===== src/shared/lcdini_pkg.sv =====
/*
  Constants shared by the character LCD controller host interface and its
  frame timing generator: clock figures, instruction encodings, field positions
  and reset values.
  Assumes a single 125 MHz system clock that stands in for the internal RC
  oscillator of the controller.
*/
package lcdini_pkg;

  // ==========================================================================
  // Clock and oscillator figures
  // ==========================================================================
  localparam int CLOCK_HZ              = 125_000_000;
  localparam int CLOCK_PERIOD_NS       = 8;
  localparam int OSCILLATOR_FREQ_HZ    = 270_000;
  localparam int OSCILLATOR_FREQ_MHZ   = 270_000_000;  // Milli-hertz, for frame math.
  // System clocks per oscillator period, rounded to nearest.
  localparam int RC_TICK_CYCLES        = (CLOCK_HZ + OSCILLATOR_FREQ_HZ / 2) / OSCILLATOR_FREQ_HZ;

  // Frame rates at the reference oscillator, in milli-hertz, one per duty.
  localparam int FRAME_MHZ_DUTY8       = 84_400;
  localparam int FRAME_MHZ_DUTY9       = 75_000;
  localparam int FRAME_MHZ_DUTY16      = 84_400;
  localparam int FRAME_MHZ_DUTY17      = 79_400;

  // Oscillator periods in one frame for a given frame rate.
  function automatic int rcTicksPerFrame(input int frameMhz);
    return (OSCILLATOR_FREQ_MHZ + frameMhz / 2) / frameMhz;
  endfunction : rcTicksPerFrame

  // Number of commons without the arbitrator line.
  localparam int COM_ONE_LINE          = 8;
  localparam int COM_TWO_LINE          = 16;
  // Oscillator periods per common line; the arbitrator line adds one more.
  localparam int LINE_TICKS_ONE        =
    (rcTicksPerFrame(FRAME_MHZ_DUTY8) + COM_ONE_LINE / 2) / COM_ONE_LINE;
  localparam int LINE_TICKS_TWO        =
    (rcTicksPerFrame(FRAME_MHZ_DUTY16) + COM_TWO_LINE / 2) / COM_TWO_LINE;

  // Instruction execution time and its busy count, rounded up.
  localparam int EXEC_TIME_NS          = 37_000;
  localparam int EXEC_CYCLES           = (EXEC_TIME_NS + CLOCK_PERIOD_NS - 1) / CLOCK_PERIOD_NS;

  // ==========================================================================
  // Register select codes and instruction fields
  // ==========================================================================
  localparam logic [1:0] SEL_EXPANSION = 2'h0;  // Select high 0, select low 0.
  localparam logic [1:0] SEL_COMMAND   = 2'h2;  // Select high 1, select low 0.
  localparam logic [2:0] FSET_TAG      = 3'h1;  // Upper three bits of a function setting.
  localparam logic [3:0] WIDTH8_NIBBLE = 4'h3;
  localparam int         FSET_WIDTH_BIT = 4;
  localparam int         FSET_LINES_BIT = 3;
  localparam int         FSET_FONT_BIT  = 2;
  localparam logic [6:0] ARB_LINE_CODE = 7'h01;  // Upper seven bits of the line setting.
  localparam int         ARB_SELECT_BIT = 0;
  localparam int         STATUS_BUSY_BIT = 7;
  localparam logic [3:0] SERIAL_RW_COUNT = 4'h2;  // Bit index of the direction bit.
  localparam logic [3:0] SERIAL_LAST_BIT = 4'hA;  // Eleven bits per serial frame.

  // Reset values, and the early count that ends the width sequence.
  localparam logic       RST_WIDE      = 1'b1;
  localparam logic       RST_LINES     = 1'b0;
  localparam logic       RST_FONT      = 1'b0;
  localparam logic [1:0] RST_EARLY     = 2'h0;
  localparam logic [1:0] EARLY_DONE    = 2'h3;

endpackage : lcdini_pkg


===== src/lcdini_frame_gen.sv =====
/*
  Common scan timing generator: steps through the common lines at a rate
  derived from the oscillator figure and pulses once per frame.
  Assumes the mode inputs come from flip-flops on the same clock.
*/
`timescale 1ns/1ps
module lcdini_frame_gen (
  // Clock and reset
  input  wire logic       clock,
  input  wire logic       resetn,
  // Scan mode
  input  wire logic       twoLine,
  input  wire logic       arbEnable,
  // Scan position
  output logic      [4:0] comIndex,
  output logic            framePulse
);

  logic [9:0] tickCount_reg;
  logic [8:0] lineTick_reg;
  logic [1:0] mode_reg;
  logic [8:0] lineLen;
  logic [4:0] comLast;
  logic       rcTick;

  // ==========================================================================
  // Scan counters
  // ==========================================================================
  // Line length and common count follow the duty; the arbitrator adds a common.
  assign lineLen = twoLine ? 9'(lcdini_pkg::LINE_TICKS_TWO) : 9'(lcdini_pkg::LINE_TICKS_ONE);
  assign comLast = 5'((twoLine ? lcdini_pkg::COM_TWO_LINE : lcdini_pkg::COM_ONE_LINE) - 1)
                   + {4'h0, arbEnable};
  assign rcTick  = (tickCount_reg == 10'(lcdini_pkg::RC_TICK_CYCLES - 1));

  // A mode change restarts the frame so that no frame mixes two durations.
  always_ff @(posedge clock) begin
    if (!resetn || mode_reg != {twoLine, arbEnable}) begin
      tickCount_reg <= 10'h000;
      lineTick_reg  <= 9'h000;
      comIndex      <= 5'h00;
      framePulse    <= 1'b0;
      mode_reg      <= {twoLine, arbEnable};
    end else begin
      framePulse    <= 1'b0;
      tickCount_reg <= rcTick ? 10'h000 : tickCount_reg + 10'h001;
      if (rcTick) begin
        lineTick_reg <= (lineTick_reg == lineLen - 9'h001) ? 9'h000 : lineTick_reg + 9'h001;
        if (lineTick_reg == lineLen - 9'h001) begin
          comIndex <= (comIndex == comLast) ? 5'h00 : comIndex + 5'h01;
          framePulse <= (comIndex == comLast);
        end
      end
    end
  end

  // ==========================================================================
  // Checks on the frame period
  // ==========================================================================
  localparam int T8  = lcdini_pkg::rcTicksPerFrame(lcdini_pkg::FRAME_MHZ_DUTY8)
                       * lcdini_pkg::RC_TICK_CYCLES;
  localparam int T16 = lcdini_pkg::rcTicksPerFrame(lcdini_pkg::FRAME_MHZ_DUTY16)
                       * lcdini_pkg::RC_TICK_CYCLES;
  localparam int T9  = lcdini_pkg::rcTicksPerFrame(lcdini_pkg::FRAME_MHZ_DUTY9)
                       * lcdini_pkg::RC_TICK_CYCLES;
  localparam int T17 = lcdini_pkg::rcTicksPerFrame(lcdini_pkg::FRAME_MHZ_DUTY17)
                       * lcdini_pkg::RC_TICK_CYCLES;
  localparam int TOL = 2 * lcdini_pkg::RC_TICK_CYCLES;

  logic [31:0] gapCount;
  logic        gapValid;
  int          expectGap;

  // Cycles since the last frame pulse; only a whole frame in one mode counts.
  always_ff @(posedge clock) begin
    if (!resetn || mode_reg != {twoLine, arbEnable}) begin
      gapCount <= 32'h00000000;
      gapValid <= 1'b0;
    end else begin
      gapCount <= framePulse ? 32'h00000001 : gapCount + 32'h00000001;
      gapValid <= gapValid | framePulse;
    end
  end

  always_comb begin
    expectGap = twoLine ? (arbEnable ? T17 : T16) : (arbEnable ? T9 : T8);
  end

  property p_frame_plain;
    @(posedge clock) disable iff (!resetn)
      framePulse && gapValid && !arbEnable |->
        int'(gapCount) >= expectGap - TOL && int'(gapCount) <= expectGap + TOL;
  endproperty
  a_frame_plain: assert property (p_frame_plain)
    else $error("Frame period off the 84.4 Hz figure.");

  property p_frame_arb;
    @(posedge clock) disable iff (!resetn)
      framePulse && gapValid && arbEnable |->
        int'(gapCount) >= expectGap - TOL && int'(gapCount) <= expectGap + TOL;
  endproperty
  a_frame_arb: assert property (p_frame_arb)
    else $error("Frame period off the arbitrator duty figure.");

endmodule : lcdini_frame_gen


===== src/lcdini_host_if.sv =====
/*
  Host side of a character LCD controller: parallel 8-bit, parallel 4-bit and
  serial instruction transfer, the power-up width sequence, the lock of line
  count and font, busy flag reads, and the common scan timing.
  Assumes asynchronous host pins, a core that supplies the address counter and
  consumes the decoded instructions, and a testbench that resolves the pins.
*/
`timescale 1ns/1ps
module lcdini_host_if #(
  parameter int BUSY_CYCLES = lcdini_pkg::EXEC_CYCLES
) (
  // Clock and reset
  input  wire logic       clock,
  input  wire logic       resetn,
  // Host pins
  input  wire logic       serialModePin,
  input  wire logic       enablePin,
  input  wire logic       readWritePin,
  input  wire logic       registerSelectHigh,
  input  wire logic       registerSelectLow,
  input  wire logic [7:0] dataIn,
  output logic      [7:0] dataOut,
  output logic      [7:0] dataOe,
  // Core side
  input  wire logic [6:0] addressCounter,
  input  wire logic       arbitratorLineEnable,
  output logic            instrValid,
  output logic      [1:0] instrSelect,
  output logic      [7:0] instrByte,
  // Status
  output logic            busyIndicator,
  output logic            interfaceWide,
  output logic            settingsLocked,
  output logic            lineCount,
  output logic            fontSize,
  output logic            arbitratorSelect,
  output logic      [4:0] comIndex,
  output logic            framePulse
);

  // ==========================================================================
  // Pin synchronisers
  // ==========================================================================
  logic [12:0] pinS1, pinS2, pinS3, pinStable;
  logic        ePrev;

  // Three stages; a bit changes only once stages two and three agree.
  always_ff @(posedge clock) begin
    if (!resetn) begin
      pinS1     <= 13'h0000;
      pinS2     <= 13'h0000;
      pinS3     <= 13'h0000;
      pinStable <= 13'h0000;
      ePrev     <= 1'b0;
    end else begin
      pinS1     <= {serialModePin, enablePin, readWritePin, registerSelectHigh,
                    registerSelectLow, dataIn};
      pinS2     <= pinS1;
      pinS3     <= pinS2;
      pinStable <= (pinS2 & pinS3) | (pinStable & (pinS2 ^ pinS3));
      ePrev     <= pinStable[11];
    end
  end

  logic       serialMode, eLevel, rwLevel, csN, eRise, eFall, parWrite, parRead;
  logic [1:0] sel;
  logic [7:0] dIn;
  assign serialMode = pinStable[12];
  assign eLevel     = pinStable[11];
  assign rwLevel    = pinStable[10];
  assign sel        = pinStable[9:8];
  assign csN        = pinStable[8];   // Select low doubles as chip select in serial.
  assign dIn        = pinStable[7:0];
  assign eRise      = eLevel & ~ePrev;
  assign eFall      = ~eLevel & ePrev;
  assign parWrite   = ~serialMode & eFall & ~rwLevel;
  assign parRead    = ~serialMode & eRise & rwLevel;

  // ==========================================================================
  // Serial framing: select high, select low, direction, then eight data bits
  // ==========================================================================
  logic [3:0] serBit_reg;
  logic [2:0] serHeader_reg;
  logic [7:0] serData_reg;
  logic       serReading_reg;
  logic       serRise, serDone;
  assign serRise = serialMode & eRise & ~csN;
  assign serDone = serRise & (serBit_reg == lcdini_pkg::SERIAL_LAST_BIT) & ~serReading_reg;

  // Chip select high abandons a partial frame.
  always_ff @(posedge clock) begin
    if (!resetn || csN || !serialMode) begin
      serBit_reg     <= 4'h0;
      serHeader_reg  <= 3'h0;
      serData_reg    <= 8'h00;
      serReading_reg <= 1'b0;
    end else if (serRise) begin
      serBit_reg <= (serBit_reg == lcdini_pkg::SERIAL_LAST_BIT) ? 4'h0 : serBit_reg + 4'h1;
      if (serBit_reg <= lcdini_pkg::SERIAL_RW_COUNT) begin
        serHeader_reg <= {serHeader_reg[1:0], rwLevel};
      end else begin
        serData_reg <= {serData_reg[6:0], rwLevel};
      end
      if (serBit_reg == lcdini_pkg::SERIAL_RW_COUNT) begin
        serReading_reg <= rwLevel;
      end
    end
  end

  // ==========================================================================
  // Write acceptance and nibble assembly
  // ==========================================================================
  logic       wide_reg, locked_reg, nibblePhase_reg;
  logic [3:0] nibbleHold_reg;
  logic [1:0] early_reg;
  logic       accept, fromEarly, earlyNibble, isFset, lockNow;
  logic [1:0] acceptSel;
  logic [7:0] acceptByte;

  // An early width nibble counts alone, so a host unsure of the width recovers.
  assign earlyNibble = parWrite & ~wide_reg & ~locked_reg & ~nibblePhase_reg
                       & (sel == lcdini_pkg::SEL_COMMAND)
                       & (dIn[7:4] == lcdini_pkg::WIDTH8_NIBBLE);

  always_comb begin
    accept     = 1'b0;
    fromEarly  = 1'b0;
    acceptSel  = sel;
    acceptByte = dIn;
    if (serialMode) begin
      accept     = serDone;
      acceptSel  = serHeader_reg[2:1];
      acceptByte = {serData_reg[6:0], rwLevel};
    end else if (parWrite && wide_reg) begin
      accept = 1'b1;
    end else if (earlyNibble) begin
      accept     = 1'b1;
      fromEarly  = 1'b1;
      acceptByte = {dIn[7:4], 4'h0};
    end else if (parWrite && nibblePhase_reg) begin
      accept     = 1'b1;
      acceptByte = {nibbleHold_reg, dIn[7:4]};
    end
    accept = accept & ~busyIndicator;  // Busy drops everything but status reads.
  end

  assign isFset  = (acceptSel == lcdini_pkg::SEL_COMMAND)
                   & (acceptByte[7:5] == lcdini_pkg::FSET_TAG);
  // In 8-bit mode a width-4 byte is the switch, not the final setting.
  assign lockNow = accept & isFset & ~locked_reg & ~fromEarly
                   & (serialMode | ((early_reg == lcdini_pkg::EARLY_DONE)
                      & ~(wide_reg & ~acceptByte[lcdini_pkg::FSET_WIDTH_BIT])));

  // Interface width follows every function setting in the parallel modes.
  always_ff @(posedge clock) begin
    if (!resetn) begin
      wide_reg <= lcdini_pkg::RST_WIDE;
    end else if (accept && isFset && !serialMode) begin
      wide_reg <= acceptByte[lcdini_pkg::FSET_WIDTH_BIT];
    end
  end

  // Nibble phase: the first half is held, the second completes the byte.
  always_ff @(posedge clock) begin
    if (!resetn || serialMode || wide_reg) begin
      nibblePhase_reg <= 1'b0;
      nibbleHold_reg  <= 4'h0;
    end else if (accept && isFset && acceptByte[lcdini_pkg::FSET_WIDTH_BIT]) begin
      nibblePhase_reg <= 1'b0;
    end else if (parWrite && !busyIndicator && !earlyNibble) begin
      nibblePhase_reg <= ~nibblePhase_reg;
      nibbleHold_reg  <= dIn[7:4];
    end
  end

  // Count early width commands, then freeze lines and font for good.
  always_ff @(posedge clock) begin
    if (!resetn) begin
      early_reg  <= lcdini_pkg::RST_EARLY;
      locked_reg <= 1'b0;
      lineCount  <= lcdini_pkg::RST_LINES;
      fontSize   <= lcdini_pkg::RST_FONT;
    end else begin
      if (accept && isFset && !locked_reg && early_reg != lcdini_pkg::EARLY_DONE
          && acceptByte[7:4] == lcdini_pkg::WIDTH8_NIBBLE) begin
        early_reg <= early_reg + 2'h1;
      end
      if (lockNow) begin
        locked_reg <= 1'b1;
        lineCount  <= acceptByte[lcdini_pkg::FSET_LINES_BIT];
        fontSize   <= acceptByte[lcdini_pkg::FSET_FONT_BIT];
      end
    end
  end
  assign settingsLocked = locked_reg;
  assign interfaceWide  = wide_reg;

  // Busy timer, arbitrator line choice and the instruction hand-off to the core.
  logic [19:0] busyCount_reg;
  always_ff @(posedge clock) begin
    if (!resetn) begin
      busyCount_reg    <= 20'h00000;
      arbitratorSelect <= 1'b0;
      instrValid       <= 1'b0;
      instrSelect      <= 2'h0;
      instrByte        <= 8'h00;
    end else begin
      instrValid <= accept;
      if (accept) begin
        busyCount_reg <= 20'(BUSY_CYCLES);
        instrSelect   <= acceptSel;
        instrByte     <= acceptByte;
      end else if (busyCount_reg != 20'h00000) begin
        busyCount_reg <= busyCount_reg - 20'h00001;
      end
      if (accept && acceptSel == lcdini_pkg::SEL_EXPANSION
          && acceptByte[7:1] == lcdini_pkg::ARB_LINE_CODE) begin
        arbitratorSelect <= acceptByte[lcdini_pkg::ARB_SELECT_BIT];
      end
    end
  end
  assign busyIndicator = (busyCount_reg != 20'h00000);

  // ==========================================================================
  // Status reads
  // ==========================================================================
  logic [7:0] status, serShift_reg;
  logic       readPhase_reg;
  assign status = {busyIndicator, addressCounter};

  // Parallel reads load on the rising strobe; serial reads shift out per clock.
  always_ff @(posedge clock) begin
    if (!resetn) begin
      dataOut       <= 8'h00;
      readPhase_reg <= 1'b0;
      serShift_reg  <= 8'h00;
    end else if (parRead) begin
      if (sel != lcdini_pkg::SEL_COMMAND) begin
        dataOut <= 8'h00;
      end else if (wide_reg) begin
        dataOut <= status;
      end else begin
        dataOut       <= {readPhase_reg ? status[3:0] : status[7:4], 4'h0};
        readPhase_reg <= ~readPhase_reg;
      end
    end else if (serRise) begin
      if (serBit_reg == lcdini_pkg::SERIAL_RW_COUNT) begin
        serShift_reg <= {status[6:0], 1'b0};
        dataOut      <= {7'h00, status[lcdini_pkg::STATUS_BUSY_BIT]};
      end else begin
        serShift_reg <= {serShift_reg[6:0], 1'b0};
        dataOut      <= {7'h00, serShift_reg[7]};
      end
    end
  end

  // Drive the data lines while the host strobes a read; in serial, bit 0 only, from the direction bit until chip select rises.
  assign dataOe = serialMode ? {7'h00, serReading_reg & ~csN}
                             : {8{eLevel & rwLevel}};

  lcdini_frame_gen u_frame (
    .clock      (clock),
    .resetn     (resetn),
    .twoLine    (lineCount),
    .arbEnable  (arbitratorLineEnable),
    .comIndex   (comIndex),
    .framePulse (framePulse)
  );

  // ==========================================================================
  // Checks
  // ==========================================================================
  property p_lock_hold;
    @(posedge clock) disable iff (!resetn)
      locked_reg |=> locked_reg && $stable(lineCount) && $stable(fontSize);
  endproperty
  a_lock_hold: assert property (p_lock_hold)
    else $error("Line count or font changed after the lock.");

  property p_lock_take;
    @(posedge clock) disable iff (!resetn)
      lockNow |=> lineCount == $past(acceptByte[3]) && fontSize == $past(acceptByte[2]);
  endproperty
  a_lock_take: assert property (p_lock_take)
    else $error("Final setting not captured at the lock.");

  property p_nibble_pair;
    @(posedge clock) disable iff (!resetn)
      parWrite && !wide_reg && !busyIndicator && !earlyNibble && nibblePhase_reg |=>
        instrValid && instrByte == {$past(nibbleHold_reg), $past(dIn[7:4])};
  endproperty
  a_nibble_pair: assert property (p_nibble_pair)
    else $error("Two nibbles did not assemble into one byte.");

  property p_status_read;
    @(posedge clock) disable iff (!resetn)
      parRead && wide_reg && sel == lcdini_pkg::SEL_COMMAND |=>
        dataOut == {$past(busyIndicator), $past(addressCounter)} ##1 dataOe == 8'hFF;
  endproperty
  a_status_read: assert property (p_status_read)
    else $error("Status read did not return busy and address.");

  property p_early_width;
    @(posedge clock) disable iff (!resetn)
      earlyNibble && !busyIndicator |=> wide_reg && !nibblePhase_reg && busyIndicator;
  endproperty
  a_early_width: assert property (p_early_width)
    else $error("Early width command ignored in 4-bit mode.");

endmodule : lcdini_host_if


===== config.mk =====
export PLATFORM = sky130hd
export DESIGN_NAME = lcdini_host_if
export DESIGN_NICKNAME = d
export VERILOG_FILES = /design/src/shared/lcdini_pkg.sv /design/src/lcdini_frame_gen.sv /design/src/lcdini_host_if.sv
export SDC_FILE = /design/constraint.sdc
export NUM_CORES = 1
export LEC_CHECK = 0
export ABC_AREA = 1
export ABC_CLOCK_PERIOD_IN_PS = 4800
export BUFFER_PORTS_ARGS = -buffer_cell sky130_fd_sc_hd__clkbuf_2
export CORE_ASPECT_RATIO = 1.1
export CORE_MARGIN = 4
export CORE_UTILIZATION = 50
export CTS_CLUSTER_SIZE = 20
export DETAILED_ROUTE_END_ITERATION = 16
export PLACE_DENSITY = 0.8
export SLEW_MARGIN = 20
export SYNTH_ARGS = -nofsm -noshare
export SYNTH_HDL_FRONTEND = slang
export SYNTH_SLANG_ARGS = --single-unit

===== constraint.sdc =====
create_clock -name clock -period 4.8 [get_ports clock]
set_clock_uncertainty 0.1 [all_clocks]
set_input_delay 0 -clock clock [delete_from_list [all_inputs] [get_ports clock]]
set_output_delay 0 -clock clock [all_outputs]
set_load 0.01 [all_outputs]

Word-level counts from Yosys, hierarchy flattened --
Cells that the tools add are included.
Storage, ports and cells: register bits after elaboration 155, latch bits 0, bits in writable memories 0, bits in read-only memories 0, bits of input ports 23, word-level logic and storage cells 170, memories 0
Operators by class: add/sub/neg operators 9, multiply operators 0, divide/modulo/power cells 0, order comparisons 1, equal/unequal tests 15, shift-type cells 0, muxes and demuxes 27, bitwise gates (word level) 51, reductions and logical operators 37
Operators with widths (count):
- two-way mux 8 bit | 10
- AND 13 bit | 2
- two-way mux 13 bit | 2
- AND 1 bit | 25
- inverter 1 bit | 21
- nonzero test 20 bit | 1
- subtractor 20 x 1 -> 20 bit (second input constant) | 1
- two-way mux 9 bit | 2
- bitwise OR 13 bit | 1
- XOR 13 bit | 1
- == test 4 x 2 -> 1 bit (second input constant) | 3
- logical AND 1 bit | 12
- AND reduction 2 bit | 6
- adder 10 x 1 -> 10 bit (second input constant) | 1
- == test 10 x 9 -> 1 bit (second input constant) | 1
- two-way mux 5 bit | 2
- adder 9 x 1 -> 9 bit (second input constant) | 1
- == test 9 bit | 1
- subtractor 9 x 1 -> 9 bit (second input constant) | 1
- two-way mux 1 bit | 8
- two-way mux 4 bit | 2
- == test 7 x 1 -> 1 bit (second input constant) | 1
- == test 2 bit (second input constant) | 3
- OR reduction 2 bit | 3
- 19 further kinds | 29

Longest topological paths before layout --
Gate-level depths: netlist of run 1.
depth after elaboration 18, depth in mapped cells 14, gate-level depth less buffers 14

By module --
A second synthesis of run 1 with hierarchy kept.
Unflattened totals: cells, all modules 958, area total of the unflattened synthesis 7145.6 µm²
Modules (own cells, without submodules):
- lcdini_host_if | times used 1, cells an instance 748, area an instance 5532.8 µm²
- lcdini_frame_gen | times used 1, cells an instance 210, area an instance 1612.8 µm²

Worst setup path after synthesis of run 1 --
OpenSTA, ideal clock, no wires.
path kind flip-flop to flip-flop, start point register busyCount_reg[0], end point register instrByte[1], setup time 0.117 ns, arrival 1.633 ns, required time 4.583 ns, path slack 2.950 ns, cell stages (with the launch flop) 12, period minus slack after synthesis 1.850 ns, cell sequence dfxtp_1 > inv_1 > ha_1 > nand2_2 > nor2_8 > nand2_4 > nor2_2 > nand2_2 > inv_2 > nor2_1 > buf_2 > a22o_1
On the way: longest elaborated chain between the ends 3
RTL lines:
- start, declared | line lcdini_host_if.sv:199 | logic [19:0] busyCount_reg;
- start signal, assigned | line lcdini_host_if.sv:210 | busyCount_reg <= 20'(BUSY_CYCLES);
- start signal, assigned | line lcdini_host_if.sv:214 | busyCount_reg <= busyCount_reg - 20'h00001;
- nonzero test 20 bit | line lcdini_host_if.sv:222 | assign busyIndicator = (busyCount_reg != 20'h00000);
- inverter 1 bit | line lcdini_host_if.sv:144 | accept = accept & ~busyIndicator;
- AND 1 bit | line lcdini_host_if.sv:144
- end signal, assigned | line lcdini_host_if.sv:212 | instrByte <= acceptByte;
- end, declared | line lcdini_host_if.sv:29 | output logic [7:0] instrByte,
Every way passes these cells. A chain may end at the register's enable or synchronous reset.

Worst setup path in the final report of run 1 --
start point register pinStable[12], end point register busyCount_reg[5]
On the way: longest elaborated chain between the ends 13
RTL lines:
- start, declared | line lcdini_host_if.sv:44 | logic [12:0] pinS1, pinS2, pinS3, pinStable;
- start signal, assigned | line lcdini_host_if.sv:60 | pinStable <= (pinS2 & pinS3) | (pinStable & (pinS2 ^ pinS3));
- inverter 1 bit | line lcdini_host_if.sv:76 | assign parWrite = ~serialMode & eFall & ~rwLevel;
- AND 1 bit (2 in a row) | line lcdini_host_if.sv:76
- AND 1 bit (3 in a row) | line lcdini_host_if.sv:121 | assign earlyNibble = parWrite & ~wide_reg & ~locked_reg & ~nibblePhase_reg
- AND 1 bit | line lcdini_host_if.sv:122 | & (sel == lcdini_pkg::SEL_COMMAND)
- AND 1 bit | line lcdini_host_if.sv:123 | & (dIn[7:4] == lcdini_pkg::WIDTH8_NIBBLE);
- two-way mux 1 bit | line lcdini_host_if.sv:136 | end else if (earlyNibble) begin
- two-way mux 1 bit | line lcdini_host_if.sv:134 | end else if (parWrite && wide_reg) begin
- two-way mux 1 bit * | line lcdini_host_if.sv:130 | if (serialMode) begin
- AND 1 bit * | line lcdini_host_if.sv:144
- OR reduction 2 bit (no line) *
Mark *: on every way between the ends. The rest lies on a longest branch, timed or not.

==> results.md, run 1 <==
* Vias at 5800
* DRC viols at 0
* # clock sinks at 154
* Critical path capture point type: flip-flop
* Worst path bufs/invs at 3
* Sum of negative setup slack at 0 ns
* Starting density of the core at 51.09%
* Root Driver: clkbuf_16
* First-pass GRT wire length at approximately 24 mm
* DRT Pass-1 Iters at 8
* Register area share after synthesis at 45.77%
* DIE HEIGHT at between 100 and 150 um
* Worst slew pin tran at 0.7293 ns
* CTS tree: done
* Commonest non-fill, non-tap cell in the layout: nand2_1
* Synth area leader: dfxtp_1
* Pins over their slew limit at 0
* Syn_nets at 927
* Area delta synth->final at 18.53%
* EDFF count, synth at 2
* Crit path cell chain: inv_2, nand2_2, nor2_8, o21ai_1, nand3_4, nand2_2, inv_2, nor2_1, inv_1, a21oi_1
* Crit path kind: flip-flop to flip-flop
* Worst VDD drop at 0.2342 mV
* CP peak stage delay at between 0.7 and 0.8 ns
* I/O Buffers at 61
* CP startpoint kind: flip-flop
* Max FFs per register at 20
* Most frequent cells in the layout: nand2_1, dfxtp_1, inv_1, nor2_1, a21oi_1
* Final setup margin at between 1.5 and 2 ns
* CTS Buffer Depth at 2
* Post-Syn Area at a little under 0.007 sq mm
* Synth Flop Type: dfxtp_1
* Vias in the first global route at between 5000 and 6000
* Critical Path Slowest Stage Cell: dfxtp_1
* Max Clk Rate at 0.3258 GHz
* CTS Buf Count at 17
* Post-Synthesis Cells at 884
* GRT Resource Usage Total at 19.11%
* Post-CTS Resized at 0
* H-tree Lvls at 4
* Synth Warn # at 0
* Pwr/cell area at between 400 and 500 mW/mm^2
* Cell area after placement at approximately 0.0072 sq mm
* Routed WL per cell at about 12 um
* Synth Area per Inst at 7.669 sq um
* CP arrival at 3.29 ns
* CP delay by family, top: simple AND/OR/NAND/NOR gates
* Seq cells post-synth at ~150
* Slew margin rel. at roughly 51%
* Final min period at 3.070 ns
* Clock Latency Late Sink at 0.42 ns
* Fin. Hold Viols at 0
* Share of flip-flops with an asynchronous set or reset at 0%
* Antenna violations before repair at 0
* Status: finished, final reports clean
* Post-Layout Inst Area at ~0.0080 sq mm
* Pleak at 3.686 nW
* Vias per inst at 5.000
* Synth cell types at 47
* Max FO, Critical Path at 20
* Worst reg2reg setup slack at 1.73 ns
* Fraction of layout cells with a size suffix above 1 at between 10% and 20%
* Worst Setup SP: pinStable[12]
* Die area at about 0.015 sq mm
* # diodes at 0
* Top post-synthesis cells by area: dfxtp_1, nand2_1, inv_1, nor2_1, a21oi_1
* Unrepaired setup endpoints after global routing: no
* Critical path destination: busyCount_reg[5]
* Hold Crit Class: primary input to flip-flop
* Worst hold slack at 0.02553 ns
* Max-Cap Viols at 0
* Final nets at 1006
* Routed wire length at roughly 14 mm
* Worst R2R Path Depth at 10
* Die Wd at between 100 and 150 um
* Worst EP required at 5.02 ns
* Core area at 0.01327 sq mm
* Setup-failing EPs final at 0
* RR Endpoint: busyCount_reg[5]
* Stages on worst setup path at 10
* Largest net degree at the start of global routing at 54
* Final GP Congestion at 0.8757
* Area share of the largest cell type after synthesis at 44.89%
* Final ANT Viol Nets at 0
* Pre-CTS WS at 1.839 ns
* I/O Pins at 62
* DRC violation total after the first TritonRoute iteration at 353
* Tot Pwr at 3.534 mW
* FF-to-FF Start: pinStable[12]
* Final global-route overflow total at 0
* Detailed placer's ending HPWL at 10.10 mm
* Worst-path clk slew at 0.06 ns
* Rows at 44
* Period utilization at 63.95%
## cell usage after synthesis (5+ instances only)
library cell	count
buf_2	6
inv_1	126
o21ai_0	43
a31oi_1	5
xnor2_1	10
a211oi_1	6
nor2_2	9
inv_2	7
ha_1	20
buf_4	7
dfxtp_1	152
nor2_1	110
nand2_1	171
clkbuf_1	9
nand2_2	9
nor3_1	19
a21oi_1	62
nand4_1	16
xor2_1	10
nand3_1	33
## cell type report
class                      count  area [sq um]
sequential                   154          3103
fill                        1154          5233
timing repair buffer          84         530.5
multi-input combinational    573          3058
clock buffer                  20         478.0
clock inverter                12         136.4
tap                          184         230.2
inverter                     133         499.2
## power by group
group | leakage (nW) | switching [mW] | internal, mW
clock network | 0.294 | 0.515 | 0.827
logic | 2.14 | 0.472 | 0.269
registers | 1.26 | 0.0808 | 1.37
## routing by layer
| metal | vias to the layer above | wire length [um] | GRT usage [%] |
|---|---|---|---|
| met5 | - | 0 | 0 |
| met4 | 0 | 367 | 8.998 |
| met3 | 32 | 657 | 4.205 |
| met2 | 159 | 6800 | 32.32 |
| met1 | 2614 | 6424 | 23.34 |
| li1 | 2995 | - | - |
## worst reg2reg max path, cell delays in order (launching register included)
cell	delay, ns
dfxtp_1	0.79
inv_2	0.22
nand2_2	0.18
nor2_8	0.06
o21ai_1	0.14
nand3_4	0.16
nand2_2	0.12
inv_2	0.04
nor2_1	0.50
inv_1	0.39
a21oi_1	0.28
## timing repair
item                      in CTS  in global routing
hold buffers                  21                  0
setup buffers                  0                  0
hold endpoints to repair      30                  0
## stage by stage
| step | utilization (%) | instances |
|---|---|---|
| after CTS | 60.52 | 1160 |
| after global routing | 60.56 | 1160 |
| after detailed placement | 54.31 | 1107 |
| after floorplan | - | 884 |
| after global placement | 54.31 | 1107 |
| final | 60.56 | 1160 |
## kinds of logic after synthesis
logic type	count (synthesis)	share of synthesized area, %
adder cells (fa/ha/maj)	20	3.691
AO/OA/AOI/OAI	137	11.26
AND/OR/NAND/NOR	395	27.33
multiplexers	1	0.1661
XOR/XNOR	20	2.584
flip-flops	154	45.77
buffers and inverters	157	9.192
## how the worst min path moves through the flow
| stage | startpoint | end | cells past startpoint |
|---|---|---|---|
| floorplan | dataIn[0] | pinS1[0] | 2 |
| global placement | registerSelectLow | pinS1[8] | 3 |
| detailed placement | dataIn[1] | pinS1[1] | 3 |
| CTS | resetn | pinStable[7] | 4 |
| global route | resetn | pinStable[4] | 4 |
| finish | resetn | pinStable[0] | 4 |
Note: power is estimated with default switching activity, not from simulation.
==> run 2, diff against run 1 <==
Settings changed: ABC_CLOCK_PERIOD_IN_PS 4800 to 3060.
Clock period 4.8 ns to 3.06 ns, I/O delays scaled along.
==> results.md, run 2 (synthesis gave the netlist of run 1 again) <==
* Status: finished, final reports clean
* Rows at 44
* Post-CTS Resized at 0
* Fraction of layout cells with a size suffix above 1 at between 10 and 15%
* Gate power share at between 20% and 30%
* Clock Power Share at 37.9%
* I/O Buffers at 61
* CP startpoint kind: flip-flop
* Crit path cell chain: inv_1, nand4_4, nand2_1, nand3_1, nand2_1, nor2_4, nand2_2, nor2_8, nand2_4, a21oi_1, nor2_1
* Slew margin rel. at 59.86%
* # clock sinks at 154
* Setup bufs post-CTS at 0
* Hold path cells at 4
* Antenna violations before repair at 0
* Critical Path Slowest Stage Cell: dfxtp_1
* Vias per inst at around 5
* Crit path kind: flip-flop to flip-flop
* Routed wire length at about 14 mm
* Pins over their slew limit at 0
* Final ANT Viol Nets at 0
* Pleak at 3.706 nW
* Placed Cells at 1111
* I/O Pins at slightly above 60
* Worst reg2reg setup slack at approximately 0.76 ns
* Commonest non-fill, non-tap cell in the layout: nand2_1
* Pwr/cell area at 686.2 mW/mm^2
* Worst R2R Path Depth at 11
* DRC violation total after the first TritonRoute iteration at about 440
* Worst slew pin tran at 0.5957 ns
* FF-to-FF Start: interfaceWide
* Worst-path clk slew at 0.06 ns
* H-tree Lvls at 4
* Final global-route overflow total at 0
* Max FFs per register at 20
* Max FO, Critical Path at 12
* Worst path most repeated cell: nand2_1
* Routed WL per cell at ~12 um
* Period utilization at 75.26%
* Sum of negative setup slack at 0 ns
* First-pass GRT wire length at 24.05 mm
* Die area at approximately 0.015 sq mm
* GRT Resource Usage Total at 19.13%
* Max Clk Rate at 0.4342 GHz
* CP peak stage delay at 0.66 ns
* Unrepaired setup endpoints after global routing: no
* Flop pwr share at 41.1%
* Layout filler cell count at between 1000 and 1500
* Root Driver: clkbuf_16
* Worst VDD drop at 0.3936 mV
* RR Endpoint: nibbleHold_reg[3]
* Final nets at 1011
* Area delta synth->final at 18.90%
* # diodes at 0
* Most frequent cells in the layout: nand2_1, dfxtp_1, inv_1, nor2_1, a21oi_1
* Core area at 0.01327 sq mm
* Final GP Congestion at 0.8994
* Internal at 3.847 mW
* Hold Startpoint: dataIn[6]
* Sw frac at 30.44%
* Starting density of the core at between 50% and 60%
* Final min period at 2.303 ns
* CTS Buffer Depth at 2
* CTS Buf Count at 17
* Max-Cap Viols at 0
* CTS tree: done
* DRC viols at 0
* Hold Crit Class: primary input to flip-flop
* DIE HEIGHT at 130.1 um
* Switching power at 1.684 mW
* Largest net degree at the start of global routing at 54
* Clock Latency Late Sink at 0.43 ns
* Vias in the first global route at 5428
* Setup-failing EPs final at 0
* Finished Layout Cells at 1165
* DRT Pass-1 Iters at 7
* Fin. Hold Viols at 0
* Worst EP required at 3.28 ns
* Critical path capture point type: flip-flop
* Vias at 5759
* Detailed placer's ending HPWL at 10.26 mm
* Die Wd at 119.0 um
* CP arrival at 2.52 ns
* Worst Hold Path EP: pinS1[6]
-- run 2: worst max-delay path: cells and delay by family (launching register included) --
family,cells,cell delay (ns)
AO/OA/AOI/OAI,1,0.14
buffers and inverters,1,0.30
flip-flops,1,0.66
AND/OR/NAND/NOR,9,1.00
-- run 2: layer usage --
metal  GRT usage, %  vias up  share of wire, %
li1               -     3005                 -
met1          22.88     2554                45
met2          32.32      162                47
met3          5.028       38               5.1
met4          8.998        0               3.0
met5              0        -                 0
-- run 2: area by class of cell --
type | count | area [sq um] | area share, %
inverter | 133 | 499.2 | 6.194
sequential | 154 | 3103 | 38.50
multi-input combinational | 573 | 3053 | 37.88
timing repair buffer | 89 | 570.5 | 7.079
clock buffer | 20 | 466.7 | 5.790
tap | 184 | 230.2 | 2.856
clock inverter | 12 | 137.6 | 1.708
-- run 2: metrics by stage --
step	util [%]	hold slack [ns]	area [sq um]	power, mW	setup WS (ns)
after global routing	60.75	0.2015	8060	5.845	0.5790
final	60.75	0.1859	8060	5.531	0.7569
after global placement	54.54	0.08005	7236	3.420	0.8832
after CTS	60.75	0.1700	8060	5.582	0.8041
after detailed placement	54.54	0.08532	7236	3.447	0.7967
after floorplan	-	-0.002369	6779	3.210	1.210
-- run 2: repair_timing --
action,4_1_cts,5_1_grt
hold endpoints to repair,35,0
hold buffers,22,0
setup endpoints to repair,0,0
-- run 2: worst max-delay path by stage --
stage / from / endpoint / slack, ns
after global placement: interfaceWide / nibbleHold_reg[0] / 0.88
after floorplan: busyCount_reg[0] / instrByte[1] / 1.21
after CTS: interfaceWide / nibbleHold_reg[3] / 0.80
after detailed placement: interfaceWide / nibbleHold_reg[3] / 0.80
final: interfaceWide / nibbleHold_reg[3] / 0.76
after global routing: pinStable[12] / busyCount_reg[13] / 0.58
-- run 2: power groups by stage --
stage | combinational, mW | clock (mW) | sequential [mW]
floorplan | 0.922 | 0 | 2.29
global placement | 1.11 | 0 | 2.31
detailed placement | 1.13 | 0 | 2.32
CTS | 1.16 | 2.15 | 2.27
global route | 1.32 | 2.23 | 2.29
finish | 1.16 | 2.10 | 2.28
==> run 3, diff against run 2 <==
Settings changed: ABC_CLOCK_PERIOD_IN_PS 3060 to 2000, PLACE_DENSITY 0.8 to 0.83.
Clock period 3.06 ns to 2 ns, I/O delays scaled along.
==> results.md, run 3 (synthesis gave the netlist of run 1 again) <==
* Status: finished, final reports clean
* Max FO, Critical Path at 9
* Die Wd at about 120 um
* Period utilization at 96.33%
* CTS Buf Count at 17
* Final core occ at a little under two thirds
* I/O Pins at 62
* CP startpoint kind: flip-flop
* Pleak at 3.906 nW
* I/O Buffers at just over 60
* Clock Latency Late Sink at 0.42 ns
* CP arrival at 2.14 ns
* Tot Pwr at 8.954 mW
* Crit path kind: flip-flop to flip-flop
* Pins over their slew limit at 0
* Rows at 44
* GRT Resource Usage Total at 20.24%
* Critical path capture point type: flip-flop
* Worst EP required at 2.21 ns
* Final global-route overflow total at 0
* CTS tree: done
* Commonest non-fill, non-tap cell in the layout: nand2_1
* Most frequent cells in the layout: nand2_1, dfxtp_1, inv_1, nor2_1, a21oi_1
* H-tree Lvls at 4
* Routed WL per cell at 12.79 um
* Placed Cells at 1134
* DRT Pass-1 Iters at 5
* Final ANT Viol Nets at 0
* Fraction of layout cells with a size suffix above 1 at 19.94%
* DRC viols at 0
* Worst reg2reg setup slack at about 0.073 ns
* Vias in the first global route at around 5600
* Final GP Congestion at 0.9194
* DRC violation total after the first TritonRoute iteration at 422
* Worst slew pin tran at roughly 0.60 ns
* Worst-path clk slew at 0.06 ns
* Max FFs per register at 20
* Area delta synth->final at 24.22%
* Routed wire length at 15.37 mm
* Max-Cap Viols at 0
* Fin. Hold Viols at 0
* Final min period at 1.927 ns
* Vias at ~5900
* Antenna violations before repair at 0
* Unrepaired setup endpoints after global routing: yes
* Starting density of the core at roughly half
* First-pass GRT wire length at 25.71 mm
* CTS Buffer Depth at 2
* Root Driver: clkbuf_16
* Hold Crit Class: primary input to flip-flop
* Setup-failing EPs final at 0
* Finished Layout Cells at approximately 1200
* Final nets at 1050
* # diodes at 0
* Pwr/cell area at roughly 1100 mW/mm^2
* Worst hold slack at about 0.2 ns
* Vias per inst at ~5
* # clock sinks at around 150
* Worst VDD drop at 0.6268 mV
* Core area at between 0.01 and 0.015 sq mm
* Die area at 0.01549 sq mm
* DIE HEIGHT at approximately 130 um
* Slew margin rel. at 59.60%
* Max Clk Rate at 0.5190 GHz
* Largest net degree at the start of global routing at 54
* Detailed placer's ending HPWL at 10.69 mm
-- run 3: cell types whose count changed in the layout (fill, tap and decap cells not counted), sizes merged --
cell and delta:
clkinv -2, buf +39, inv -2, clkinvlp -1, clkbuf +3
-- run 3: critical path, stage by stage (launching register included) --
cell and delay (ns):
dfxtp_1 0.45, inv_2 0.07, buf_4 0.17, o21ai_0 0.37, inv_1 0.18, nand3_4 0.15, nor2_8 0.06, nand2_4 0.10
nand3_1 0.08, nand2_1 0.06, nor2_1 0.04
-- run 3: through the flow --
step | setup TNS (ns) | worst slack (ns) | instance area [sq um]
after floorplan | 0 | 0.1504 | 6779
after global placement | 0 | 0.05787 | 7408
after detailed placement | -0.03212 | -0.02992 | 7408
after CTS | 0 | 0.001942 | 8208
after global routing | -0.4592 | -0.06539 | 8421
final | 0 | 0.07338 | 8421
-- run 3: cell type report --
cell class	instances	area [sq um]
fillers	1068	4847
multi-input cells	573	3126
flip-flops and latches	154	3120
repair buffers	128	863.3
inverters	133	501.7
clock buffers	23	488.0
well taps	184	230.2
clock inverters	7	91.34
-- run 3: final timing paths --
kind | start | end | depth (start not counted)
worst max-delay path | pinStable[12] | nibbleHold_reg[3] | 10
worst min-delay path | readWritePin | pinS1[10] | 4
worst max register to register | pinStable[12] | nibbleHold_reg[3] | 10
worst min register to register | pinS1[2] | pinS2[2] | 2
-- run 3: metal layers --
metal | vias to the layer above | wire [um] | track usage [%]
li1 | 3076 | - | -
met5 | - | 0 | 0
met3 | 39 | 730 | 4.031
met4 | 0 | 454 | 9.680
met2 | 157 | 7573 | 35.08
met1 | 2674 | 6612 | 24.23
-- run 3: repair_timing --
item	4_1_cts	5_1_grt
buffers inserted	0	16
hold buffers	22	0
pin swaps	0	21
endpoints found under the hold margin	32	0
setup endpoints to repair	7	36
gates resized for setup	3	35
-- run 3: power breakdown --
| group | internal (mW) | total, mW | switching [mW] |
|---|---|---|---|
| Sequential | 3.31 | 3.55 | 0.234 |
| Combinational | 0.945 | 2.26 | 1.32 |
| Clock | 1.95 | 3.15 | 1.19 |
